### src/verilog/ltmc_pkg.sv
// Constants, register map and carrier types of the limit timer mode control
//
// Function
// - Software gate: count while run bit set
// - Free-running match wraps counter to zero next clock
// - Modes 001/010 gate count on external level
// - Mode 011 clears counter on either edge
// - Modes 100/101 clear on rising/falling edge
// - Modes 110/111 hold reset on low/high level
// - One-shot 1000 starts on run bit set
// - One-shot end clears run bit, counter zero
// - One-shot 001/010/011 start on selected edge
// - One-shot 100/101 edge starts and resets counter
// - One-shot 110/111 edge start, level reset
// - After run set, fresh edge needed to restart
// - Postscaler match emits one-clock period event pulse
// - Reset clears counter, period all ones, scalers
package ltmc_pkg;

  localparam int unsigned CNT_W = 8;
  localparam int unsigned PRESC_W = 7;
  localparam int unsigned POST_W = 4;
  localparam int unsigned ADDR_W = 8;
  localparam int unsigned INT_W = 3;

  ////////////////////////////////////////////////////////////////////////////
  // Register byte offsets
  localparam logic [7:0] CTRL_OFS = 8'h00;
  localparam logic [7:0] MODE_OFS = 8'h04;
  localparam logic [7:0] COUNT_OFS = 8'h08;
  localparam logic [7:0] PERIOD_OFS = 8'h0c;
  localparam logic [7:0] INT_ST_OFS = 8'h10;
  localparam logic [7:0] INT_MASK_OFS = 8'h14;
  localparam logic [7:0] STATUS_OFS = 8'h18;

  // Control register fields
  localparam int unsigned CTRL_RUN_BIT = 7;
  localparam int unsigned CTRL_PRESC_LSB = 4;
  localparam int unsigned CTRL_POST_LSB = 0;

  // Mode field: bit 3 picks one-shot, low bits pick the control option
  localparam int unsigned MODE_OS_BIT = 3;
  localparam logic [2:0] OPT_SW = 3'h0;
  localparam logic [2:0] OPT_HI = 3'h1;
  localparam logic [2:0] OPT_LO = 3'h2;
  localparam logic [2:0] OPT_ANY = 3'h3;
  localparam logic [2:0] OPT_RISE = 3'h4;
  localparam logic [2:0] OPT_FALL = 3'h5;
  localparam logic [2:0] OPT_LVL_LO = 3'h6;
  localparam logic [2:0] OPT_LVL_HI = 3'h7;

  // Interrupt status bits
  localparam int unsigned INT_PERIOD_BIT = 0;
  localparam int unsigned INT_ERS_BIT = 1;
  localparam int unsigned INT_DONE_BIT = 2;

  ////////////////////////////////////////////////////////////////////////////
  // Reset values
  localparam logic [7:0] COUNT_RST = 8'h00;
  localparam logic [7:0] PERIOD_RST = 8'hff;
  localparam logic [3:0] MODE_RST = 4'h0;
  localparam logic [2:0] PRESC_SEL_RST = 3'h0;
  localparam logic [3:0] POST_SEL_RST = 4'h0;
  localparam logic [2:0] INT_RST = 3'h0;

  typedef enum logic {OS_WAIT, OS_RUN} ltmc_os_e;

  // Synchronised external reset signal and its edges
  typedef struct packed {
    logic level;
    logic rise;
    logic fall;
  } ltmc_ers_s;

  // Mode decode result for one timer clock
  typedef struct packed {
    logic gate;
    logic hw_rst;
    logic start;
  } ltmc_ctl_s;

endpackage

### src/verilog/ltmc_timer.sv
// Limit timer with mode control, scalers, interrupts and APB registers
//
// Added by the designer: the address map and the APB interface to the registers.
`timescale 1ns/10ps
`default_nettype none
module ltmc_timer (
  input wire logic ref_clk_in,
  input wire logic reset_in,
  input wire logic ce_in,
  input wire logic external_reset_signal_in,
  input wire logic psel_in,
  input wire logic penable_in,
  input wire logic pwrite_in,
  input wire logic [7:0] paddr_in,
  input wire logic [31:0] pwdata_in,
  output logic [31:0] prdata_out,
  output logic pready_out,
  output logic pslverr_out,
  output logic [7:0] count_value_out,
  output logic period_event_pulse_out,
  output logic irq_out
);

  ////////////////////////////////////////////////////////////////////////////
  // Declarations
  logic run_q;
  logic [2:0] presc_sel_q;
  logic [3:0] post_sel_q;
  logic [3:0] mode_q;
  logic [7:0] count_q;
  logic [7:0] period_q;
  logic [2:0] int_st_q;
  logic [2:0] int_mask_q;
  logic [ltmc_pkg::PRESC_W-1:0] presc_q;
  logic rise_pend_q;
  logic fall_pend_q;
  logic pready_q;
  logic pslverr_q;
  logic [31:0] prdata_q;
  logic irq_q;
  ltmc_pkg::ltmc_os_e os_q;

  ltmc_pkg::ltmc_ers_s ers;
  ltmc_pkg::ltmc_ctl_s ctl;
  logic one_shot;
  logic [2:0] opt;
  logic lvl;
  logic rise;
  logic fall;
  logic tick;
  logic [ltmc_pkg::PRESC_W-1:0] presc_lim;
  logic [7:0] presc_full;
  logic counting;
  logic at_period;
  logic match;
  logic hw_rst_ev;
  logic os_done;
  logic scaler_clr;
  logic post_hit;
  logic access;
  logic xfer;
  logic wr;
  logic wr_ctrl;
  logic wr_mode;
  logic wr_count;
  logic wr_period;
  logic wr_int_st;
  logic wr_int_mask;
  logic [2:0] int_set;
  logic [31:0] rd_data;
  logic rd_err;

  ////////////////////////////////////////////////////////////////////////////
  // External reset signal: synchronised, edges held until the next tick
  ltmc_ers_sync u_sync (
    .ref_clk_in(ref_clk_in),
    .reset_in(reset_in),
    .ce_in(ce_in),
    .ers_in(external_reset_signal_in),
    .ers_out(ers)
  );

  // Edges seen while the run bit is clear are dropped, so a fresh edge
  // is needed after software sets it
  always_ff @(posedge ref_clk_in) begin
    if (reset_in) begin
      rise_pend_q <= 1'b0;
      fall_pend_q <= 1'b0;
    end else if (ce_in) begin
      if (!run_q) begin
        rise_pend_q <= 1'b0;
        fall_pend_q <= 1'b0;
      end else begin
        rise_pend_q <= ers.rise | (rise_pend_q & ~tick);
        fall_pend_q <= ers.fall | (fall_pend_q & ~tick);
      end
    end
  end

  assign lvl = ers.level;
  assign rise = rise_pend_q;
  assign fall = fall_pend_q;
  assign one_shot = mode_q[ltmc_pkg::MODE_OS_BIT];
  assign opt = mode_q[2:0];

  ////////////////////////////////////////////////////////////////////////////
  // Prescaler: tick marks one timer clock
  assign presc_full = (8'h01 << presc_sel_q) - 8'h01;
  assign presc_lim = presc_full[ltmc_pkg::PRESC_W-1:0];
  assign tick = (presc_q == presc_lim);

  always_ff @(posedge ref_clk_in) begin
    if (reset_in) begin
      presc_q <= '0;
    end else if (ce_in) begin
      if (scaler_clr || tick) begin
        presc_q <= '0;
      end else begin
        presc_q <= presc_q + 7'h01;
      end
    end
  end

  ////////////////////////////////////////////////////////////////////////////
  // Mode decode
  always_comb begin
    ctl = '0;
    if (!one_shot) begin
      unique case (opt)
        ltmc_pkg::OPT_SW: ctl.gate = run_q;
        ltmc_pkg::OPT_HI: ctl.gate = run_q & lvl;
        ltmc_pkg::OPT_LO: ctl.gate = run_q & ~lvl;
        ltmc_pkg::OPT_ANY: begin
          ctl.gate = run_q;
          ctl.hw_rst = rise | fall;
        end
        ltmc_pkg::OPT_RISE: begin
          ctl.gate = run_q;
          ctl.hw_rst = rise;
        end
        ltmc_pkg::OPT_FALL: begin
          ctl.gate = run_q;
          ctl.hw_rst = fall;
        end
        ltmc_pkg::OPT_LVL_LO: begin
          ctl.gate = run_q & lvl;
          ctl.hw_rst = ~lvl;
        end
        ltmc_pkg::OPT_LVL_HI: begin
          ctl.gate = run_q & ~lvl;
          ctl.hw_rst = lvl;
        end
      endcase
    end else begin
      ctl.gate = run_q & (os_q == ltmc_pkg::OS_RUN);
      unique case (opt)
        ltmc_pkg::OPT_SW: ctl.start = run_q;
        ltmc_pkg::OPT_HI: ctl.start = run_q & rise;
        ltmc_pkg::OPT_LO: ctl.start = run_q & fall;
        ltmc_pkg::OPT_ANY: ctl.start = run_q & (rise | fall);
        ltmc_pkg::OPT_RISE: begin
          ctl.start = run_q & rise;
          ctl.hw_rst = rise;
        end
        ltmc_pkg::OPT_FALL: begin
          ctl.start = run_q & fall;
          ctl.hw_rst = fall;
        end
        ltmc_pkg::OPT_LVL_LO: begin
          ctl.start = run_q & rise;
          ctl.hw_rst = ~lvl;
        end
        ltmc_pkg::OPT_LVL_HI: begin
          ctl.start = run_q & fall;
          ctl.hw_rst = lvl;
        end
      endcase
    end
  end

  assign counting = tick & ctl.gate;
  assign at_period = (count_q == period_q);
  assign hw_rst_ev = tick & ctl.hw_rst;
  // A hardware reset in the same timer clock hides the match
  assign match = counting & at_period & ~ctl.hw_rst;
  assign os_done = match & one_shot;
  assign scaler_clr = wr_count | wr_ctrl | hw_rst_ev;

  ////////////////////////////////////////////////////////////////////////////
  // Counter; a software write wins over the timer clock
  always_ff @(posedge ref_clk_in) begin
    if (reset_in) begin
      count_q <= ltmc_pkg::COUNT_RST;
    end else if (ce_in) begin
      if (wr_count) begin
        count_q <= pwdata_in[7:0];
      end else if (hw_rst_ev) begin
        count_q <= ltmc_pkg::COUNT_RST;
      end else if (match) begin
        count_q <= ltmc_pkg::COUNT_RST;
      end else if (counting) begin
        count_q <= count_q + 8'h01;
      end
    end
  end

  // One-shot sequencing
  always_ff @(posedge ref_clk_in) begin
    if (reset_in) begin
      os_q <= ltmc_pkg::OS_WAIT;
    end else if (ce_in) begin
      unique case (os_q)
        ltmc_pkg::OS_WAIT: begin
          if (tick && one_shot && ctl.start) begin
            os_q <= ltmc_pkg::OS_RUN;
          end
        end
        ltmc_pkg::OS_RUN: begin
          if (!run_q || !one_shot || os_done) begin
            os_q <= ltmc_pkg::OS_WAIT;
          end
        end
      endcase
    end
  end

  ////////////////////////////////////////////////////////////////////////////
  // Postscaler
  ltmc_postscaler u_post (
    .ref_clk_in(ref_clk_in),
    .reset_in(reset_in),
    .ce_in(ce_in),
    .tick_in(tick),
    .clr_in(scaler_clr),
    .match_in(match),
    .sel_in(post_sel_q),
    .hit_out(post_hit),
    .pulse_out(period_event_pulse_out)
  );

  ////////////////////////////////////////////////////////////////////////////
  // APB slave: one wait state, writes land on the completing edge
  assign access = psel_in & penable_in & ~pready_q;
  assign xfer = psel_in & penable_in & pready_q;
  assign wr = xfer & pwrite_in & ~pslverr_q;
  assign wr_ctrl = wr & (paddr_in == ltmc_pkg::CTRL_OFS);
  assign wr_mode = wr & (paddr_in == ltmc_pkg::MODE_OFS);
  assign wr_count = wr & (paddr_in == ltmc_pkg::COUNT_OFS);
  assign wr_period = wr & (paddr_in == ltmc_pkg::PERIOD_OFS);
  assign wr_int_st = wr & (paddr_in == ltmc_pkg::INT_ST_OFS);
  assign wr_int_mask = wr & (paddr_in == ltmc_pkg::INT_MASK_OFS);

  always_comb begin
    rd_data = 32'h0000_0000;
    rd_err = 1'b0;
    unique case (paddr_in)
      ltmc_pkg::CTRL_OFS: rd_data[7:0] = {run_q, presc_sel_q, post_sel_q};
      ltmc_pkg::MODE_OFS: rd_data[3:0] = mode_q;
      ltmc_pkg::COUNT_OFS: rd_data[7:0] = count_q;
      ltmc_pkg::PERIOD_OFS: rd_data[7:0] = period_q;
      ltmc_pkg::INT_ST_OFS: rd_data[2:0] = int_st_q;
      ltmc_pkg::INT_MASK_OFS: rd_data[2:0] = int_mask_q;
      ltmc_pkg::STATUS_OFS: rd_data[2:0] = {os_q == ltmc_pkg::OS_RUN, lvl,
                                            run_q};
      default: rd_err = 1'b1;
    endcase
  end

  always_ff @(posedge ref_clk_in) begin
    if (reset_in) begin
      pready_q <= 1'b0;
      pslverr_q <= 1'b0;
      prdata_q <= 32'h0000_0000;
    end else if (ce_in) begin
      pready_q <= access;
      pslverr_q <= access & rd_err;
      if (access && !pwrite_in) begin
        prdata_q <= rd_data;
      end else if (access) begin
        prdata_q <= 32'h0000_0000;
      end
    end
  end

  ////////////////////////////////////////////////////////////////////////////
  // Control, mode and period registers
  always_ff @(posedge ref_clk_in) begin
    if (reset_in) begin
      run_q <= 1'b0;
      presc_sel_q <= ltmc_pkg::PRESC_SEL_RST;
      post_sel_q <= ltmc_pkg::POST_SEL_RST;
    end else if (ce_in) begin
      if (wr_ctrl) begin
        run_q <= pwdata_in[ltmc_pkg::CTRL_RUN_BIT];
        presc_sel_q <= pwdata_in[ltmc_pkg::CTRL_PRESC_LSB +: 3];
        post_sel_q <= pwdata_in[ltmc_pkg::CTRL_POST_LSB +: 4];
      end else if (os_done) begin
        run_q <= 1'b0;
      end
    end
  end

  always_ff @(posedge ref_clk_in) begin
    if (reset_in) begin
      mode_q <= ltmc_pkg::MODE_RST;
    end else if (ce_in && wr_mode) begin
      mode_q <= pwdata_in[3:0];
    end
  end

  always_ff @(posedge ref_clk_in) begin
    if (reset_in) begin
      period_q <= ltmc_pkg::PERIOD_RST;
    end else if (ce_in && wr_period) begin
      period_q <= pwdata_in[7:0];
    end
  end

  ////////////////////////////////////////////////////////////////////////////
  // Interrupts: sticky status, write one to clear, set beats clear
  always_comb begin
    int_set = '0;
    int_set[ltmc_pkg::INT_PERIOD_BIT] = post_hit;
    int_set[ltmc_pkg::INT_ERS_BIT] = hw_rst_ev;
    int_set[ltmc_pkg::INT_DONE_BIT] = os_done;
  end

  always_ff @(posedge ref_clk_in) begin
    if (reset_in) begin
      int_st_q <= ltmc_pkg::INT_RST;
      int_mask_q <= ltmc_pkg::INT_RST;
    end else if (ce_in) begin
      if (wr_int_st) begin
        int_st_q <= (int_st_q & ~pwdata_in[2:0]) | int_set;
      end else begin
        int_st_q <= int_st_q | int_set;
      end
      if (wr_int_mask) begin
        int_mask_q <= pwdata_in[2:0];
      end
    end
  end

  always_ff @(posedge ref_clk_in) begin
    if (reset_in) begin
      irq_q <= 1'b0;
    end else if (ce_in) begin
      irq_q <= |(int_st_q & int_mask_q);
    end
  end

  assign prdata_out = prdata_q;
  assign pready_out = pready_q;
  assign pslverr_out = pslverr_q;
  assign count_value_out = count_q;
  assign irq_out = irq_q;

endmodule // ltmc_timer
`default_nettype wire

### src/verilog/ltmc_ers_sync.sv
// Pin synchroniser and edge detector for the external reset signal
`timescale 1ns/10ps
`default_nettype none
module ltmc_ers_sync (
  input wire logic ref_clk_in,
  input wire logic reset_in,
  input wire logic ce_in,
  input wire logic ers_in,
  output ltmc_pkg::ltmc_ers_s ers_out
);
  logic s1_q;
  logic s2_q;
  logic s3_q;
  logic lvl_q;
  logic prev_q;

  always_ff @(posedge ref_clk_in) begin
    if (reset_in) begin
      s1_q <= 1'b0;
      s2_q <= 1'b0;
      s3_q <= 1'b0;
      lvl_q <= 1'b0;
      prev_q <= 1'b0;
    end else if (ce_in) begin
      s1_q <= ers_in;
      s2_q <= s1_q;
      s3_q <= s2_q;
      // A change counts only once two later stages agree
      if (s2_q == s3_q) begin
        lvl_q <= s3_q;
      end
      prev_q <= lvl_q;
    end
  end

  always_comb begin
    ers_out.level = lvl_q;
    ers_out.rise = lvl_q & ~prev_q;
    ers_out.fall = ~lvl_q & prev_q;
  end
endmodule // ltmc_ers_sync
`default_nettype wire

### src/verilog/ltmc_postscaler.sv
// Output postscaler producing the period event pulse
`timescale 1ns/10ps
`default_nettype none
module ltmc_postscaler (
  input wire logic ref_clk_in,
  input wire logic reset_in,
  input wire logic ce_in,
  input wire logic tick_in,
  input wire logic clr_in,
  input wire logic match_in,
  input wire logic [3:0] sel_in,
  output logic hit_out,
  output logic pulse_out
);
  logic [ltmc_pkg::POST_W-1:0] cnt_q;
  logic hit;

  assign hit = match_in && (cnt_q == sel_in);
  assign hit_out = hit;

  always_ff @(posedge ref_clk_in) begin
    if (reset_in) begin
      cnt_q <= '0;
    end else if (ce_in) begin
      if (clr_in || hit) begin
        cnt_q <= '0;
      end else if (match_in) begin
        cnt_q <= cnt_q + 4'h1;
      end
    end
  end

  // Pulse lasts one whole timer clock: set on the hit, dropped next tick
  always_ff @(posedge ref_clk_in) begin
    if (reset_in) begin
      pulse_out <= 1'b0;
    end else if (ce_in && tick_in) begin
      pulse_out <= hit;
    end
  end
endmodule // ltmc_postscaler
`default_nettype wire

### config.mk
export PLATFORM = sky130hd
export DESIGN_NAME = ltmc_timer
export DESIGN_NICKNAME = d
export VERILOG_FILES = /design/src/verilog/ltmc_pkg.sv /design/src/verilog/ltmc_timer.sv /design/src/verilog/ltmc_ers_sync.sv /design/src/verilog/ltmc_postscaler.sv
export SDC_FILE = /design/constraint.sdc
export NUM_CORES = 1
export LEC_CHECK = 0
export ABC_AREA = 1
export BUFFER_PORTS_ARGS = -buffer_cell sky130_fd_sc_hd__buf_2
export CAP_MARGIN = 20
export CORE_MARGIN = 2
export CORE_UTILIZATION = 40
export DETAILED_ROUTE_END_ITERATION = 10
export GPL_TIMING_DRIVEN = 1
export PLACE_DENSITY = 0.61
export SLEW_MARGIN = 15
export SYNTH_ARGS = -nofsm -noshare
export SYNTH_HDL_FRONTEND = slang
export SYNTH_SLANG_ARGS = --single-unit
### constraint.sdc
create_clock -name ref_clk_in -period 2.2 [get_ports ref_clk_in]
set_input_delay 0.11 -clock ref_clk_in [delete_from_list [all_inputs] [get_ports ref_clk_in]]
set_output_delay 0.11 -clock ref_clk_in [all_outputs]
set_load 0.05 [all_outputs]
==> results by stage <==
Status:
- The flow ran to the end, and the final reports show no timing, DRC or antenna violations.

Logic synthesis:
- The cell count after synthesis came out at 590.
- A synthesized cell averages 6.833 sq um.
- The number of synthesized register bits is 65.
- The top-area cell type share of the netlist area is 32.28%.
- Among all flip-flop cells after synthesis, the most frequent one is dfxtp_1.
- After synthesis, the cell types taking the most area are dfxtp_1, nand2_1, nor2_1.
- The synthesized design spends more area on one cell type than any other, namely dfxtp_1.
- The total number of yosys warnings is 0.
- For this run, the register share of the synthesized area comes to 32.28%.
- Summing every instance area after synthesis gives 4031 sq um.
- The count of cell types in the netlist is 48.
- Counting flops with a built-in enable in the synthesized netlist gives 0.
- The async set-or-reset flop fraction in the synthesized netlist is 0%.

Timing:
- The number of hold-slack violations in the final timing report is 0.
- The slew at the pin closest to its max-slew limit is 0.5661 ns.
- The minimum clock period after layout is 2.188 ns.
- Setup repair after global routing could not meet its margin everywhere.
- The highest clock rate is 457.0 MHz.
- After routing, the total negative slack on setup checks comes to 0 ns.
- The share of the clock period used by the worst path is 99.47%.
- The final number of max-transition violations is 0.
- Setup violations remaining at the end of the flow were counted as 0.
- The post-route clock skew is 0.009227 ns.
- In this run the tightest slew margin relative to its limit is 61.78%.

Clock network:
- The total clock buffers created by CTS is 9.
- The root buffer cell is clkbuf_8.
- The TritonCTS clock tree is yes.
- The later pin in the worst-skew pair is clocked with a latency of 0.35 ns.
- The number of buffers on the longest clock path is 2.
- Counting every sink on the clock net gives 65.
- The clock transition at the registers of the reported paths is 0.07 ns.
- The total number of H-tree levels is 3.

GRT:
- The wire length of the first global-routing pass is 17910 microns.
- The number of antenna violations at the first check in global routing is 0.
- Global routing used 20.27% of the available tracks.
- The via count of the first global-routing pass is 3706.
- The largest net degree at the start of global routing is 34.
- The final global-route overflow total is 0.

Die:
- In this run the count of I/O pins placed on the die edge is 91.
- The floorplan has 36 rows.
- The floorplan step defined a core boundary enclosing 9774 sq um.
- The overall die width is 104.4 microns.
- The floorplan step defined a die boundary enclosing 10900 sq um.
- The die boundary height is 104.4 microns.
- For this configuration, the core starts out at a cell density of 41.24%.

Power and ir drop:
- Net switching is 26.86% of the power.
- The part of the power in the clock network is 41.8%.
- The register share of total power is 48.0%.
- The cell leakage power is 2.094 nW.
- The power density over the cells is 524.7 nW/um^2.
- Across the VDD grid, the largest voltage drop is 0.2842 mV.
- The portion of total power attributed to combinational logic is 10.2%.
- Summed over all nets, the switching power comes to 0.6660 mW.
- The internal cell power is 1.814 mW.

Routing:
- The first detailed-routing pass took 5 iterations.
- Summed over all nets, wire length on met3 after detailed routing comes to 620 microns.
- The post-detailed-routing wire length is 10930 microns.
- The post-route antenna net violation count is 0.
- In the routed design, unresolved DRC markers number 0.
- The via total after detailed routing is 3972.
- After the first detailed-routing iteration, the DRC count stood at 219.
- In the final routing, the length of wire on met1 measures 5074 microns.
- The routed length per placed instance is 13.80 microns.
- The routed design uses 5045 microns of met2 wire.
- The highest metal layer with signal wires is met4.
- The via density per instance is 5.015.

Cells and area:
- The post-route non-filler standard cell count is 792.
- The net total in the final layout is 706.
- The sequential cells in the finished layout cover a total of 1306 sq um.
- The share of layout cells above drive strength 1 is 20.18%.
- The combined area of the multi-input logic cells is 2365 sq um.
- The fill cell total of the finished layout is 1044.
- The number of diodes added for antenna fixing is 0.
- The layout-stage area growth over the synthesis result is 17.23%.

Setup path:
- The critical path is of the reg -> reg type.
- STA classifies the critical path startpoint as a flop.
- The critical path capture point type is a flop.
- The endpoint of the worst-slack reg-to-reg timing path is u_post.cnt_q[1].
- The endpoint arrival time on the critical path is 2.41 ns.
- The capturing instance or port of the critical path is u_post.cnt_q[1].
- The worst register-to-register path has a setup slack of 0.01 ns.
- The source of the critical timing path is presc_sel_q[1].
- For the worst flop-to-flop path, the logic depth is 17.
- The launch point of the worst reg-to-reg path is presc_sel_q[1].
- STA puts the critical path data required time at 2.42 ns.
- In this run the worst path has a maximum fanout of 4.

Worst hold path:
- The worst hold path was traced through 3 stages.
- The worst hold-check path type is in -> reg.

Placement:
- Input and output buffers added on the ports amount to 42.
- Including well taps, the total number of placed cells is 771.
- The final RePlAce weighted congestion is 0.8962.
- The half-perimeter wire length after placement is 8004 microns.

Flow run:
- The total of max-cap violations is 0.
## worst max-delay path, cell delays in order, from the launching register on
cell and delay [ns]:
dfxtp_4 0.37, nor2_4 0.12, nand2_2 0.09, ha_4 0.28, inv_2 0.04, nand2_1 0.06, nand2_1 0.05, nor2_1 0.11
nand3_2 0.11, nor2_4 0.10, nand2_4 0.07, nor2_8 0.12, buf_6 0.12, nand4_1 0.10, nand2_1 0.15, nor2_1 0.05
nand2_1 0.08, a21oi_2 0.06
## logic make-up (layout without fill, tap and decap cells)
| logic type | Yosys count | in the layout | synth area share, % |
|---|---|---|---|
| fa+ha+maj | 4 | 4 | 1.242 |
| flops | 65 | 65 | 32.28 |
| simple gates | 283 | 283 | 32.90 |
| buf+inv | 104 | 150 | 13.00 |
| other cells | 1 | 24 | 0.09302 |
| xor+xnor | 21 | 21 | 4.562 |
| compound gates | 112 | 112 | 15.92 |
## area by class of cell
type,count,area share (%)
Inverter,65,5.481
Multi-Input combinational cell,444,50.04
Timing Repair Buffer,70,9.187
Clock inverter,3,0.8472
Tap cell,133,3.521
Sequential cell,65,27.64
Clock buffer,12,3.283
## cell usage after synthesis, types with 2 or more instances
library cell  count
inv_2             6
a211oi_1          3
inv_1            56
buf_4            24
nor3_1           10
a21oi_1          42
dfxtp_1          65
o21ai_1           9
nand2_1         134
o211ai_1         10
nand2_2           8
xor2_1           15
nand4_1           8
nand2_4           5
o21ai_2           2
nand3_1          36
nand3_2           3
nor2_8            2
o22ai_1           3
buf_2             2
o21ai_0          32
nor2_1           63
a31oi_1           4
clkbuf_1         10
nand3_4           2
ha_1              4
nor2_2            4
nand3b_1          2
o221ai_1          2
xnor2_1           6
## layer usage
metal,GRT usage [%],up-vias
li1,-,2015
met1,26.61,1805
met2,33.24,130
met3,3.947,22
met4,6.757,0
met5,0,-
## timing repair
action,in CTS,in global routing
pin swaps,3,10
endpoints found under the hold margin,1,0
hold buffers,1,0
resized for setup,5,19
buffers inserted,1,4
endpoints found under the setup margin,23,26
cloned,0,0
## layout by cell type, fill, tap and decap left out, drive strengths merged
cell	netlist	layout
bufinv	0	1
dfxtp	65	65
xor2	15	15
clkinv	1	4
buf	28	69
nor4b	1	1
dlygate4sd3	0	1
or2	1	1
o22ai	3	3
a211oi	3	3
and3	1	1
o211ai	10	10
o21bai	1	1
conb	1	24
nand4	8	8
nand3	41	41
a221oi	1	1
a22o	1	1
nor4	1	1
xnor2	6	6
nor3	11	11
inv	64	63
ha	4	4
a31oi	4	4
o311ai	1	1
nand2	147	147
nor2	70	70
a21oi	43	43
o221ai	2	2
o21ai	43	43
clkbuf	11	12
nand3b	2	2
## per-stage QoR
step	utilization (%)	area [sq um]	power, mW	worst slack [ns]	hold slack, ns
2_1_floorplan	-	4118	1.432	0.09599	0.2449
3_3_place_gp	44.88	4387	1.457	-0.02443	0.3389
3_5_place_dp	44.88	4387	1.460	-0.1044	0.3435
4_1_cts	47.40	4633	2.500	0.01366	0.02607
5_1_grt	48.35	4726	2.570	-0.1284	0.05834
6_report	48.35	4726	2.480	0.01165	0.04296
## flip-flops by register name, indices dropped and copies added, names as in the netlist
signal            flops
count_value_out       8
period_q              8
prdata_out            8
presc_q               7
mode_q                4
post_sel_q            4
u_post.cnt_q          4
int_mask_q            3
int_st_q              3
presc_sel_q           3
fall                  1
irq_out               1
os_q                  1
pready_out            1
pslverr_out           1
rise                  1
run_q                 1
u_post.pulse_out      1
u_sync.lvl_q          1
u_sync.prev_q         1
u_sync.s1_q           1
u_sync.s2_q           1
u_sync.s3_q           1
## power by group through the flow
stage / logic (mW) / clock network (mW) / registers, mW
after global routing: 0.272 / 1.11 / 1.19
after CTS: 0.247 / 1.06 / 1.19
after detailed placement: 0.242 / 0 / 1.22
after global placement: 0.240 / 0 / 1.22
after floorplan: 0.206 / 0 / 1.23
final: 0.253 / 1.04 / 1.19
## worst min-delay path by stage
stage | from | to
3_3_place_gp | external_reset_signal_in | u_sync.s1_q
4_1_cts | pwdata_in[5] | presc_sel_q[1]
3_5_place_dp | external_reset_signal_in | u_sync.s1_q
2_1_floorplan | external_reset_signal_in | u_sync.s1_q
6_report | pwdata_in[4] | presc_sel_q[0]
5_1_grt | pwdata_in[5] | presc_sel_q[1]
Power figures use the tool's default switching activity.
